[config.mk]
export PLATFORM = sky130hd
export DESIGN_NAME = parallel_io_port_control
export DESIGN_NICKNAME = d
export VERILOG_FILES = /design/src/gpio_port_pkg.sv /design/src/parallel_io_port_control.sv
export SDC_FILE = /design/constraint.sdc
export NUM_CORES = 1
export LEC_CHECK = 0
export BUFFER_PORTS_ARGS = -buffer_cell sky130_fd_sc_hd__buf_2
export CORE_MARGIN = 2
export CORE_UTILIZATION = 45
export DETAILED_ROUTE_END_ITERATION = 12
export GPL_TIMING_DRIVEN = 0
export PLACE_DENSITY_LB_ADDON = 0.25
export SETUP_SLACK_MARGIN = 0.15
export SLEW_MARGIN = 20
export SYNTH_ARGS = -nofsm -noshare
export SYNTH_HDL_FRONTEND = slang
export SYNTH_SLANG_ARGS = --single-unit
[constraint.sdc]
create_clock -name CORE_CLK -period 3.5 [get_ports CORE_CLK]
set_input_delay 0.175 -clock CORE_CLK [delete_from_list [all_inputs] [get_ports CORE_CLK]]
set_output_delay 0.175 -clock CORE_CLK [all_outputs]
set_load 0.02 [all_outputs]
[src/gpio_port_pkg.sv]
// package: register map, field layout and reset values of the port block
package gpio_port_pkg;

  // ********************************************************************
  // register indices, byte_addr makes the byte address four times each (printed offsets are not all multiples of 4)
  // ********************************************************************
  localparam logic [7:0]  IDX_PORT_A_DATA      = 8'h00;
  localparam logic [7:0]  IDX_PORT_A_DIRECTION = 8'h04;
  localparam logic [7:0]  IDX_PORT_B_DIRECTION = 8'h05;
  localparam logic [7:0]  IDX_PORT_C_DIRECTION = 8'h06;
  localparam logic [7:0]  IDX_PORT_D_DIRECTION = 8'h07;
  localparam logic [7:0]  IDX_PORT_E_DIRECTION = 8'h09;
  localparam logic [7:0]  IDX_KBD_ENABLE       = 8'h17;
  localparam logic [7:0]  IDX_TIMER_CH0_SELECT = 8'h10;
  localparam logic [7:0]  IDX_LED_DRIVE        = 8'h1a;
  localparam logic [7:0]  IDX_RESISTOR_OPTIONS = 8'h1b;
  localparam logic [7:0]  IDX_PORT_B_PULLUPS   = 8'h3e;

  // ********************************************************************
  // implemented bit masks and reset values
  // ********************************************************************
  localparam logic [7:0]  MASK_FULL            = 8'hff;
  localparam logic [7:0]  MASK_PORT_C_DIR      = 8'h0f;
  localparam logic [7:0]  MASK_PORT_E_DIR      = 8'hfc;
  localparam logic [7:0]  MASK_RESISTOR_OPT    = 8'h3f;
  localparam logic [7:0]  MASK_CH0_SELECT      = 8'h03;
  localparam logic [7:0]  RESET_BYTE           = 8'h00;
  localparam logic [31:0] UNMAPPED_READ        = 32'h0000_0000;

  // ********************************************************************
  // carriers
  // ********************************************************************
  typedef struct packed {
    logic [7:0] port_a_direction;
    logic [7:0] port_b_direction;
    logic [7:0] port_c_direction;
    logic [7:0] port_d_direction;
    logic [7:0] port_e_direction;
    logic [7:0] kbd_enable;
    logic [1:0] channel0_edge_level_select;
    logic [7:0] led_drive_select;
    logic [7:0] pin_resistor_options;
    logic [7:0] port_b_pullup_enables;
  } config_regs_t;

  typedef struct packed {
    config_regs_t cfg;
    logic [31:0]  prdata;
    logic         pready;
    logic         pslverr;
    logic [7:0]   pa_out_en;
    logic         pc0_gpio_out_en;
  } ctrl_state_t;

  function automatic logic [31:0] byte_addr(input logic [7:0] idx);
    byte_addr = {22'h0, idx, 2'b00};
  endfunction : byte_addr

endpackage : gpio_port_pkg

[src/parallel_io_port_control.sv]
// parallel port control: direction, port A latches, option registers
//
// Summary of operation
// software sets every port pin as input or output individually
// port A is eight bidirectional pins with software-configurable pull-ups
// keyboard enable bit per port A pin makes it an interrupt input
// port A holds eight read/write data latches
// reset leaves the port A data latches untouched
// port A pin direction follows same-position direction bit
// port B direction at 0005, eight RW bits, reset zero
// port C direction at 0006, bits 3..0 only, upper read zero
// port D direction at 0007, eight RW bits, reset zero
// port E direction at 0009, bits 7..2 only, reset zero
// channel 0 edge/level select gives port C pin 0 to timer or gpio
// direction one enables the output buffer, zero makes an input
// data read gives latch for outputs, pin for inputs; writes hit latch
`timescale 1ns/1ps
module parallel_io_port_control
  import gpio_port_pkg::*;
(
  input  wire logic        CORE_CLK,
  input  wire logic        RESET_N,
  input  wire logic        PSEL,
  input  wire logic        PENABLE,
  input  wire logic        PWRITE,
  input  wire logic [31:0] PADDR,
  input  wire logic [31:0] PWDATA,
  output logic      [31:0] PRDATA,
  output logic             PREADY,
  output logic             PSLVERR,
  input  wire logic [7:0]  PORT_A_PIN_IN,
  output logic      [7:0]  PORT_A_PIN_OUT,
  output logic      [7:0]  PORT_A_PIN_OE_N,
  output logic      [7:0]  PORT_A_PULLUP_EN,
  output logic      [7:0]  PORT_A_KBD_SELECT,
  output logic      [7:0]  PORT_B_DIRECTION,
  output logic      [3:0]  PORT_C_DIRECTION,
  output logic             PORT_C0_TIMER_OWNS,
  output logic      [7:0]  PORT_D_DIRECTION,
  output logic      [7:0]  PORT_E_DIRECTION,
  output logic      [7:0]  LED_DRIVE_SELECT,
  output logic      [7:0]  PIN_RESISTOR_OPTIONS,
  output logic      [7:0]  PORT_B_PULLUP_ENABLES
);

  // ******************************************************************
  // state
  // ******************************************************************
  ctrl_state_t state;
  ctrl_state_t next_state;
  logic [7:0]  port_a_data_latches;
  logic [7:0]  next_port_a_data_latches;
  logic        setup;
  logic        wr;
  logic [7:0]  wbyte;
  logic [31:0] rd_value;
  logic        mapped;

  // pin-level read: latch where driven, pin where input
  function automatic logic [7:0] mix_read(input logic [7:0] dir,
                                          input logic [7:0] latch,
                                          input logic [7:0] pin);
    mix_read = (dir & latch) | (~dir & pin);
  endfunction : mix_read

  // ******************************************************************
  // bus decode
  // ******************************************************************
  always_comb begin
    setup = PSEL && !PENABLE;
    wr    = setup && PWRITE;
    wbyte = PWDATA[7:0];
    mapped   = 1'b1;
    rd_value = UNMAPPED_READ;
    case (PADDR)
      byte_addr(IDX_PORT_A_DATA):
        rd_value = {24'h0, mix_read(state.cfg.port_a_direction,
                                    port_a_data_latches,
                                    PORT_A_PIN_IN)};
      byte_addr(IDX_PORT_A_DIRECTION):
        rd_value = {24'h0, state.cfg.port_a_direction};
      byte_addr(IDX_PORT_B_DIRECTION):
        rd_value = {24'h0, state.cfg.port_b_direction};
      byte_addr(IDX_PORT_C_DIRECTION):
        rd_value = {24'h0, state.cfg.port_c_direction & MASK_PORT_C_DIR};
      byte_addr(IDX_PORT_D_DIRECTION):
        rd_value = {24'h0, state.cfg.port_d_direction};
      byte_addr(IDX_PORT_E_DIRECTION):
        rd_value = {24'h0, state.cfg.port_e_direction & MASK_PORT_E_DIR};
      byte_addr(IDX_KBD_ENABLE):
        rd_value = {24'h0, state.cfg.kbd_enable};
      byte_addr(IDX_TIMER_CH0_SELECT):
        rd_value = {30'h0, state.cfg.channel0_edge_level_select};
      byte_addr(IDX_LED_DRIVE):
        rd_value = {24'h0, state.cfg.led_drive_select};
      byte_addr(IDX_RESISTOR_OPTIONS):
        rd_value = {24'h0, state.cfg.pin_resistor_options};
      byte_addr(IDX_PORT_B_PULLUPS):
        rd_value = {24'h0, state.cfg.port_b_pullup_enables};
      default:
        mapped = 1'b0;
    endcase
  end

  // ******************************************************************
  // next state
  // ******************************************************************
  always_comb begin
    next_state = state;
    next_port_a_data_latches = port_a_data_latches;
    // answer every setup in the following cycle; one wait-free access
    next_state.pready  = setup;
    next_state.pslverr = setup && !mapped;
    next_state.prdata  = (setup && !PWRITE) ? rd_value : UNMAPPED_READ;
    if (wr) begin
      case (PADDR)
        byte_addr(IDX_PORT_A_DATA):
          next_port_a_data_latches = wbyte;
        byte_addr(IDX_PORT_A_DIRECTION):
          next_state.cfg.port_a_direction = wbyte;
        byte_addr(IDX_PORT_B_DIRECTION):
          next_state.cfg.port_b_direction = wbyte;
        byte_addr(IDX_PORT_C_DIRECTION):
          next_state.cfg.port_c_direction = wbyte & MASK_PORT_C_DIR;
        byte_addr(IDX_PORT_D_DIRECTION):
          next_state.cfg.port_d_direction = wbyte;
        byte_addr(IDX_PORT_E_DIRECTION):
          next_state.cfg.port_e_direction = wbyte & MASK_PORT_E_DIR;
        byte_addr(IDX_KBD_ENABLE):
          next_state.cfg.kbd_enable = wbyte;
        byte_addr(IDX_TIMER_CH0_SELECT):
          next_state.cfg.channel0_edge_level_select =
            wbyte[1:0] & MASK_CH0_SELECT[1:0];
        byte_addr(IDX_LED_DRIVE):
          next_state.cfg.led_drive_select = wbyte;
        byte_addr(IDX_RESISTOR_OPTIONS):
          next_state.cfg.pin_resistor_options = wbyte & MASK_RESISTOR_OPT;
        byte_addr(IDX_PORT_B_PULLUPS):
          next_state.cfg.port_b_pullup_enables = wbyte;
        default: ;
      endcase
    end
    // pin drivers use the committed direction so they move with the write
    next_state.pa_out_en = next_state.cfg.port_a_direction;
    next_state.pc0_gpio_out_en =
      (next_state.cfg.channel0_edge_level_select == 2'b00) &&
      next_state.cfg.port_c_direction[0];
  end

  // ******************************************************************
  // registers
  // ******************************************************************
  always_ff @(posedge CORE_CLK or negedge RESET_N) begin
    if (!RESET_N) begin
      state <= '0;
    end else begin
      state <= next_state;
    end
  end

  // no reset branch: the latches keep their value through reset
  always_ff @(posedge CORE_CLK) begin
    port_a_data_latches <= next_port_a_data_latches;
  end

  // ******************************************************************
  // outputs
  // ******************************************************************
  always_comb begin
    PRDATA  = state.prdata;
    PREADY  = state.pready;
    PSLVERR = state.pslverr;
    PORT_A_PIN_OUT   = port_a_data_latches;
    PORT_A_PIN_OE_N  = ~state.pa_out_en;
    // keyboard enable also switches on the pin's pull-up
    PORT_A_PULLUP_EN  = state.cfg.kbd_enable;
    PORT_A_KBD_SELECT = state.cfg.kbd_enable;
    PORT_B_DIRECTION  = state.cfg.port_b_direction;
    PORT_C_DIRECTION  = {state.cfg.port_c_direction[3:1],
                         state.pc0_gpio_out_en};
    PORT_C0_TIMER_OWNS = |state.cfg.channel0_edge_level_select;
    PORT_D_DIRECTION  = state.cfg.port_d_direction;
    PORT_E_DIRECTION  = state.cfg.port_e_direction;
    LED_DRIVE_SELECT      = state.cfg.led_drive_select;
    PIN_RESISTOR_OPTIONS  = state.cfg.pin_resistor_options;
    PORT_B_PULLUP_ENABLES = state.cfg.port_b_pullup_enables;
  end

endmodule : parallel_io_port_control

### Yosys cells after proc, flatten, opt, wreduce, memory -nomap -nowiden

Cells that the tools add are included.

* flip-flop bits (word level): 109
* output and inout port bits: 119

* equal/unequal tests: 10
* multiplexer cells: 12
* bitwise gates (word level): 4
* reductions and logical operators: 22

Operators by type and width (count)
* equality test 32 x 5 -> 1 bit (second input constant): 4
* equality test 32 x 7 -> 1 bit (second input constant): 4
* case mux 8 bit (11 select lines): 1
* two-way mux 51 bit: 1
* two-way mux 8 bit: 5
* equality test 32 x 6 -> 1 bit (second input constant): 1
* equality test 32 x 8 -> 1 bit (second input constant): 1
* zero test 32 bit: 1
* two-way mux 32 bit: 1
* AND reduction 2 bit: 10
* bitwise AND 8 bit: 2
* OR reduction 11 bit: 1
* NOT 8 bit: 1
* bitwise OR 8 bit: 1
* two-way mux 6 bit: 1
* logical AND 1 bit: 5
* zero test 1 bit: 3
* zero test 2 bit: 1
* two-way mux 1 bit: 2
* two-way mux 2 bit: 1
* OR reduction 2 bit: 1

### Longest topological paths before layout

* depth after elaboration: 6
* mapped depth: 7

### Least setup slack after synthesis

OpenSTA, ideal clock, no wires.

* kind: input to register
* start: in PADDR[20]
* end: reg state, in the netlist PORT_B_DIRECTION[0]
* data arrival time: 1.955 ns
* setup slack: 1.420 ns
* cell stages on the path: 6
* path buffers: 1
* cells stage by stage: nor4_2 > nand4_2 > or2_1 > buf_6 > nor3_4 > mux2_4

* longest elaborated chain between the ends: 2

RTL lines
* start: declaration: RTL line parallel_io_port_control.sv:26 `input wire logic [31:0] PADDR,`
* equality test 32 x 5 -> 1 bit: RTL line parallel_io_port_control.sv:116 `case (PADDR)`
* AND reduction 2 bit (no source line)
* end signal: assignment: RTL line parallel_io_port_control.sv:157 `state <= next_state;`
* end: declaration: RTL line parallel_io_port_control.sv:49 `ctrl_state_t state;`

Every way passes these cells.
A chain may end at the register's enable or synchronous reset.

### Final worst setup path

* start: in PADDR[2]
* end: reg state[6] in the netlist's numbering

The elaborated chain is that of the path after synthesis.

==> flow_summary.json <==
{
  "place_area_um2": 6140,
  "clkPwrFrac_pct": 47.3,
  "htreeDepth": 3,
  "rsz0062_at_grt": "no",
  "clock_path_buffers": 2,
  "grt_max_degree": 46,
  "clk-insertion-delay-late_ps": 340,
  "r2r_start": "state[6]",
  "grt_usage_pct": 24.8,
  "crit_family": "simple AND/OR/NAND/NOR gates",
  "gr-total-overflow": 0,
  "fin_crit_ps": 2810,
  "combPwrFrac_pct": 8.1,
  "fillers": 901,
  "syn_area_um2": 5090,
  "finalWirelength_mm": 14.9,
  "cp-startpoint": "PADDR[2]",
  "cts_tree": "done",
  "worstSetupPathDepth": 7,
  "final_common_cell": "buf_2",
  "cpMaxStageDelayCell": "nor4_2",
  "avgRoutedWirePerCell_um": 18.6,
  "cts_made_buffers": 9,
  "final_cell_mix": "buf_2 (142), buf_4 (101), dfrtp_1 (77)",
  "p_seq_share_pct": 44.6,
  "start_util_pct": 46.6,
  "power_switching_mw": 0.507,
  "critPathLaunchType": "input pin",
  "cts_resized": 0,
  "finalClockSkew_ps": 4.95,
  "drt.antenna.violating_nets": 0,
  "maxCapViolations": 0,
  "clock_sinks": 85,
  "cts_setup_buffers": 0,
  "ir_drop_v": 0.000178,
  "synthCells": 477,
  "die_width_um": 110,
  "relSlewSlack_pct": 21.6,
  "die_h_um": 110,
  "postLayoutCellArea_um2": 6480,
  "avgSynthCellArea_um2": 10.7,
  "async_flop_share_pct": 90.6,
  "synth-seq-cells": 85,
  "reg2reg_to": "PRDATA[5]",
  "status": "finished clean",
  "clk_pin_slew_ps": 60,
  "r2r_slack_ps": 2070,
  "gp_congestion": 0.907,
  "dp_hpwl_mm": 11.0,
  "finalSetupTns_ps": 0,
  "hold_viol_final": 0,
  "finalNetCount": 737,
  "antenna_cells": 0,
  "ctsHoldBuffers": 1,
  "path_max_fanout": 10,
  "vias_per_cell": 5.24,
  "dr.pass1.iters": 5,
  "leakage_nw": 3.47,
  "cts_root_buffer": "clkbuf_16",
  "criticalPathCategory": "input pin to register",
  "grt_pass1_vias": 3969,
  "ys_types": 55,
  "critPathBufInv": 3,
  "drtIter0Drc": 259,
  "arrival_ps": 3000,
  "core_region_area_um2": 10900,
  "drive_above_1_share_pct": 50.7,
  "drc_errors": 0,
  "min_path_type": "input pin to register",
  "portBuffers": 142,
  "drv_slew": 0,
  "crit_top_cell": "clkbuf_1",
  "worst_pin_slew_ps": 1170,
  "path_cells": "buf_2 -> clkbuf_1 -> nor4_1 -> nand2_1 -> nor4_2 -> clkbuf_1 -> o21ai_0",
  "yosys_warnings": 0,
  "area_growth_pct": 27.2,
  "antenna_found_initial": 0,
  "rows": 38,
  "endpoint_kind": "register",
  "setup_viol": 0,
  "vias": 4222,
  "crit_required_ps": 3700,
  "total_power_mw": 2.23,
  "ys_seq_area_share_pct": 42.6,
  "slowest_delay_ps": 910,
  "dieArea_um2": 12200,
  "reg2reg_depth": 4,
  "synthFlopType": "dfrtp_1",
  "grt_pass1_wl_mm": 22.1,
  "powerDensity_nw_per_um2": 345,
  "post-route-period-util_pct": 80.3,
  "power_switching_share_pct": 22.7,
  "pin_count": 196,
  "utilization_pct": 59.2,
  "fmax_ghz": 0.356,
  "endpoint": "state[6]",
  "synth_edf_count": 8,
  "p_int_mw": 1.73,
  "hold_depth": 1
}
worst min-delay path by stage:
| stage | startpoint | end | slack (ps) |
|---|---|---|---|
| after global placement | PWDATA[1] | PORT_A_PIN_OUT[1] | 370 |
| after floorplan | RESET_N | LED_DRIVE_SELECT[0] | -120 |
| after detailed placement | RESET_N | PORT_D_DIRECTION[3] | 160 |
| final | PWDATA[1] | PORT_A_PIN_OUT[1] | 30 |
| after global routing | PWDATA[1] | PORT_A_PIN_OUT[1] | 30 |
| after CTS | PWDATA[1] | PORT_A_PIN_OUT[1] | 20 |
metrics by stage:
stage	std cells	hold slack, ps	worst slack [ps]
4_1_cts	805	21.5	869
3_5_place_dp	788	156	522
5_1_grt	805	28.2	484
3_3_place_gp	786	368	124
2_1_floorplan	504	-121	1420
6_report	805	25.4	691
kinds of logic after synthesis:
group                     count (synthesis)  share of synthesized area [%]
AOI/OAI and AO/OA                        61                           8.28
xor gates and xnor gates                  1                          0.172
buffers and inverters                   135                           17.5
DFF                                      85                           42.6
muxes                                    70                           15.8
other                                     1                         0.0737
and+or+nand+nor                         124                           15.6
Yosys cell counts (4+ instances only):
| cell type | number | area share [%] |
|---|---|---|
| a32oi_1 | 4 | 0.69 |
| nand2_1 | 28 | 2.1 |
| dfrtp_1 | 77 | 38 |
| nor2_1 | 18 | 1.3 |
| edfxtp_1 | 8 | 4.7 |
| nand4_1 | 5 | 0.61 |
| a31oi_1 | 6 | 0.74 |
| clkbuf_1 | 14 | 1.0 |
| and3_1 | 4 | 0.49 |
| mux2_4 | 8 | 2.4 |
| nor4_2 | 8 | 2.0 |
| inv_1 | 16 | 1.2 |
| mux2i_1 | 12 | 2.4 |
| nor3_1 | 9 | 0.88 |
| a22oi_1 | 6 | 0.88 |
| buf_4 | 100 | 15 |
| a22o_1 | 5 | 0.86 |
| a21oi_1 | 5 | 0.49 |
| mux2_2 | 50 | 11 |
| nand3_1 | 16 | 1.6 |
| nor4_1 | 6 | 0.74 |
| o21ai_0 | 19 | 1.9 |
worst register-to-register path, stage by stage (launching register included):
cell      delay (ps)
dfrtp_1          390
mux2i_1          280
o41ai_1          100
a222oi_1         360
a31oi_1          140
sequential cells by signal, indices dropped and copies added, names as in the netlist, 4 cells and up:
register               count
state                     11
PORT_D_DIRECTION           8
PORT_A_PIN_OUT             8
PORT_C_DIRECTION           4
PORT_B_DIRECTION           8
PORT_A_KBD_SELECT          8
PIN_RESISTOR_OPTIONS       6
LED_DRIVE_SELECT           8
PORT_E_DIRECTION           6
PORT_B_PULLUP_ENABLES      8
PRDATA                     8
power by group through the flow:
stage	clock network (mW)	registers, mW	logic (mW)
2_1_floorplan	0	1.02	0.0928
3_3_place_gp	0	1.02	0.172
3_5_place_dp	0	1.02	0.178
4_1_cts	1.06	0.997	0.180
5_1_grt	1.11	0.996	0.200
6_report	1.05	0.997	0.181
per-layer routing:
| metal | up-vias | GRT usage (%) | part of all wire, % | wire [µm] |
|---|---|---|---|---|
| li1 | 1952 | - | - | - |
| met1 | 2052 | 33.8 | 43 | 6370 |
| met2 | 201 | 40.7 | 48 | 7220 |
| met3 | 17 | 4.35 | 7.8 | 1170 |
| met4 | 0 | 7.14 | 1.2 | 181 |
| met5 | - | 0 | 0 | 0 |
layout make-up:
class / instances / area (µm²) / area share [%]
flip-flops and latches: 85 / 2170 / 33.5
multi-input cells: 284 / 2150 / 33.2
plain buffers: 119 / 831 / 12.8
repair buffers: 145 / 762 / 11.8
clock buffers: 13 / 260 / 4.02
well taps: 140 / 175 / 2.70
clock inverters: 3 / 67.6 / 1.04
inverters: 16 / 60.1 / 0.927
(Power assumes the default switching activity.)
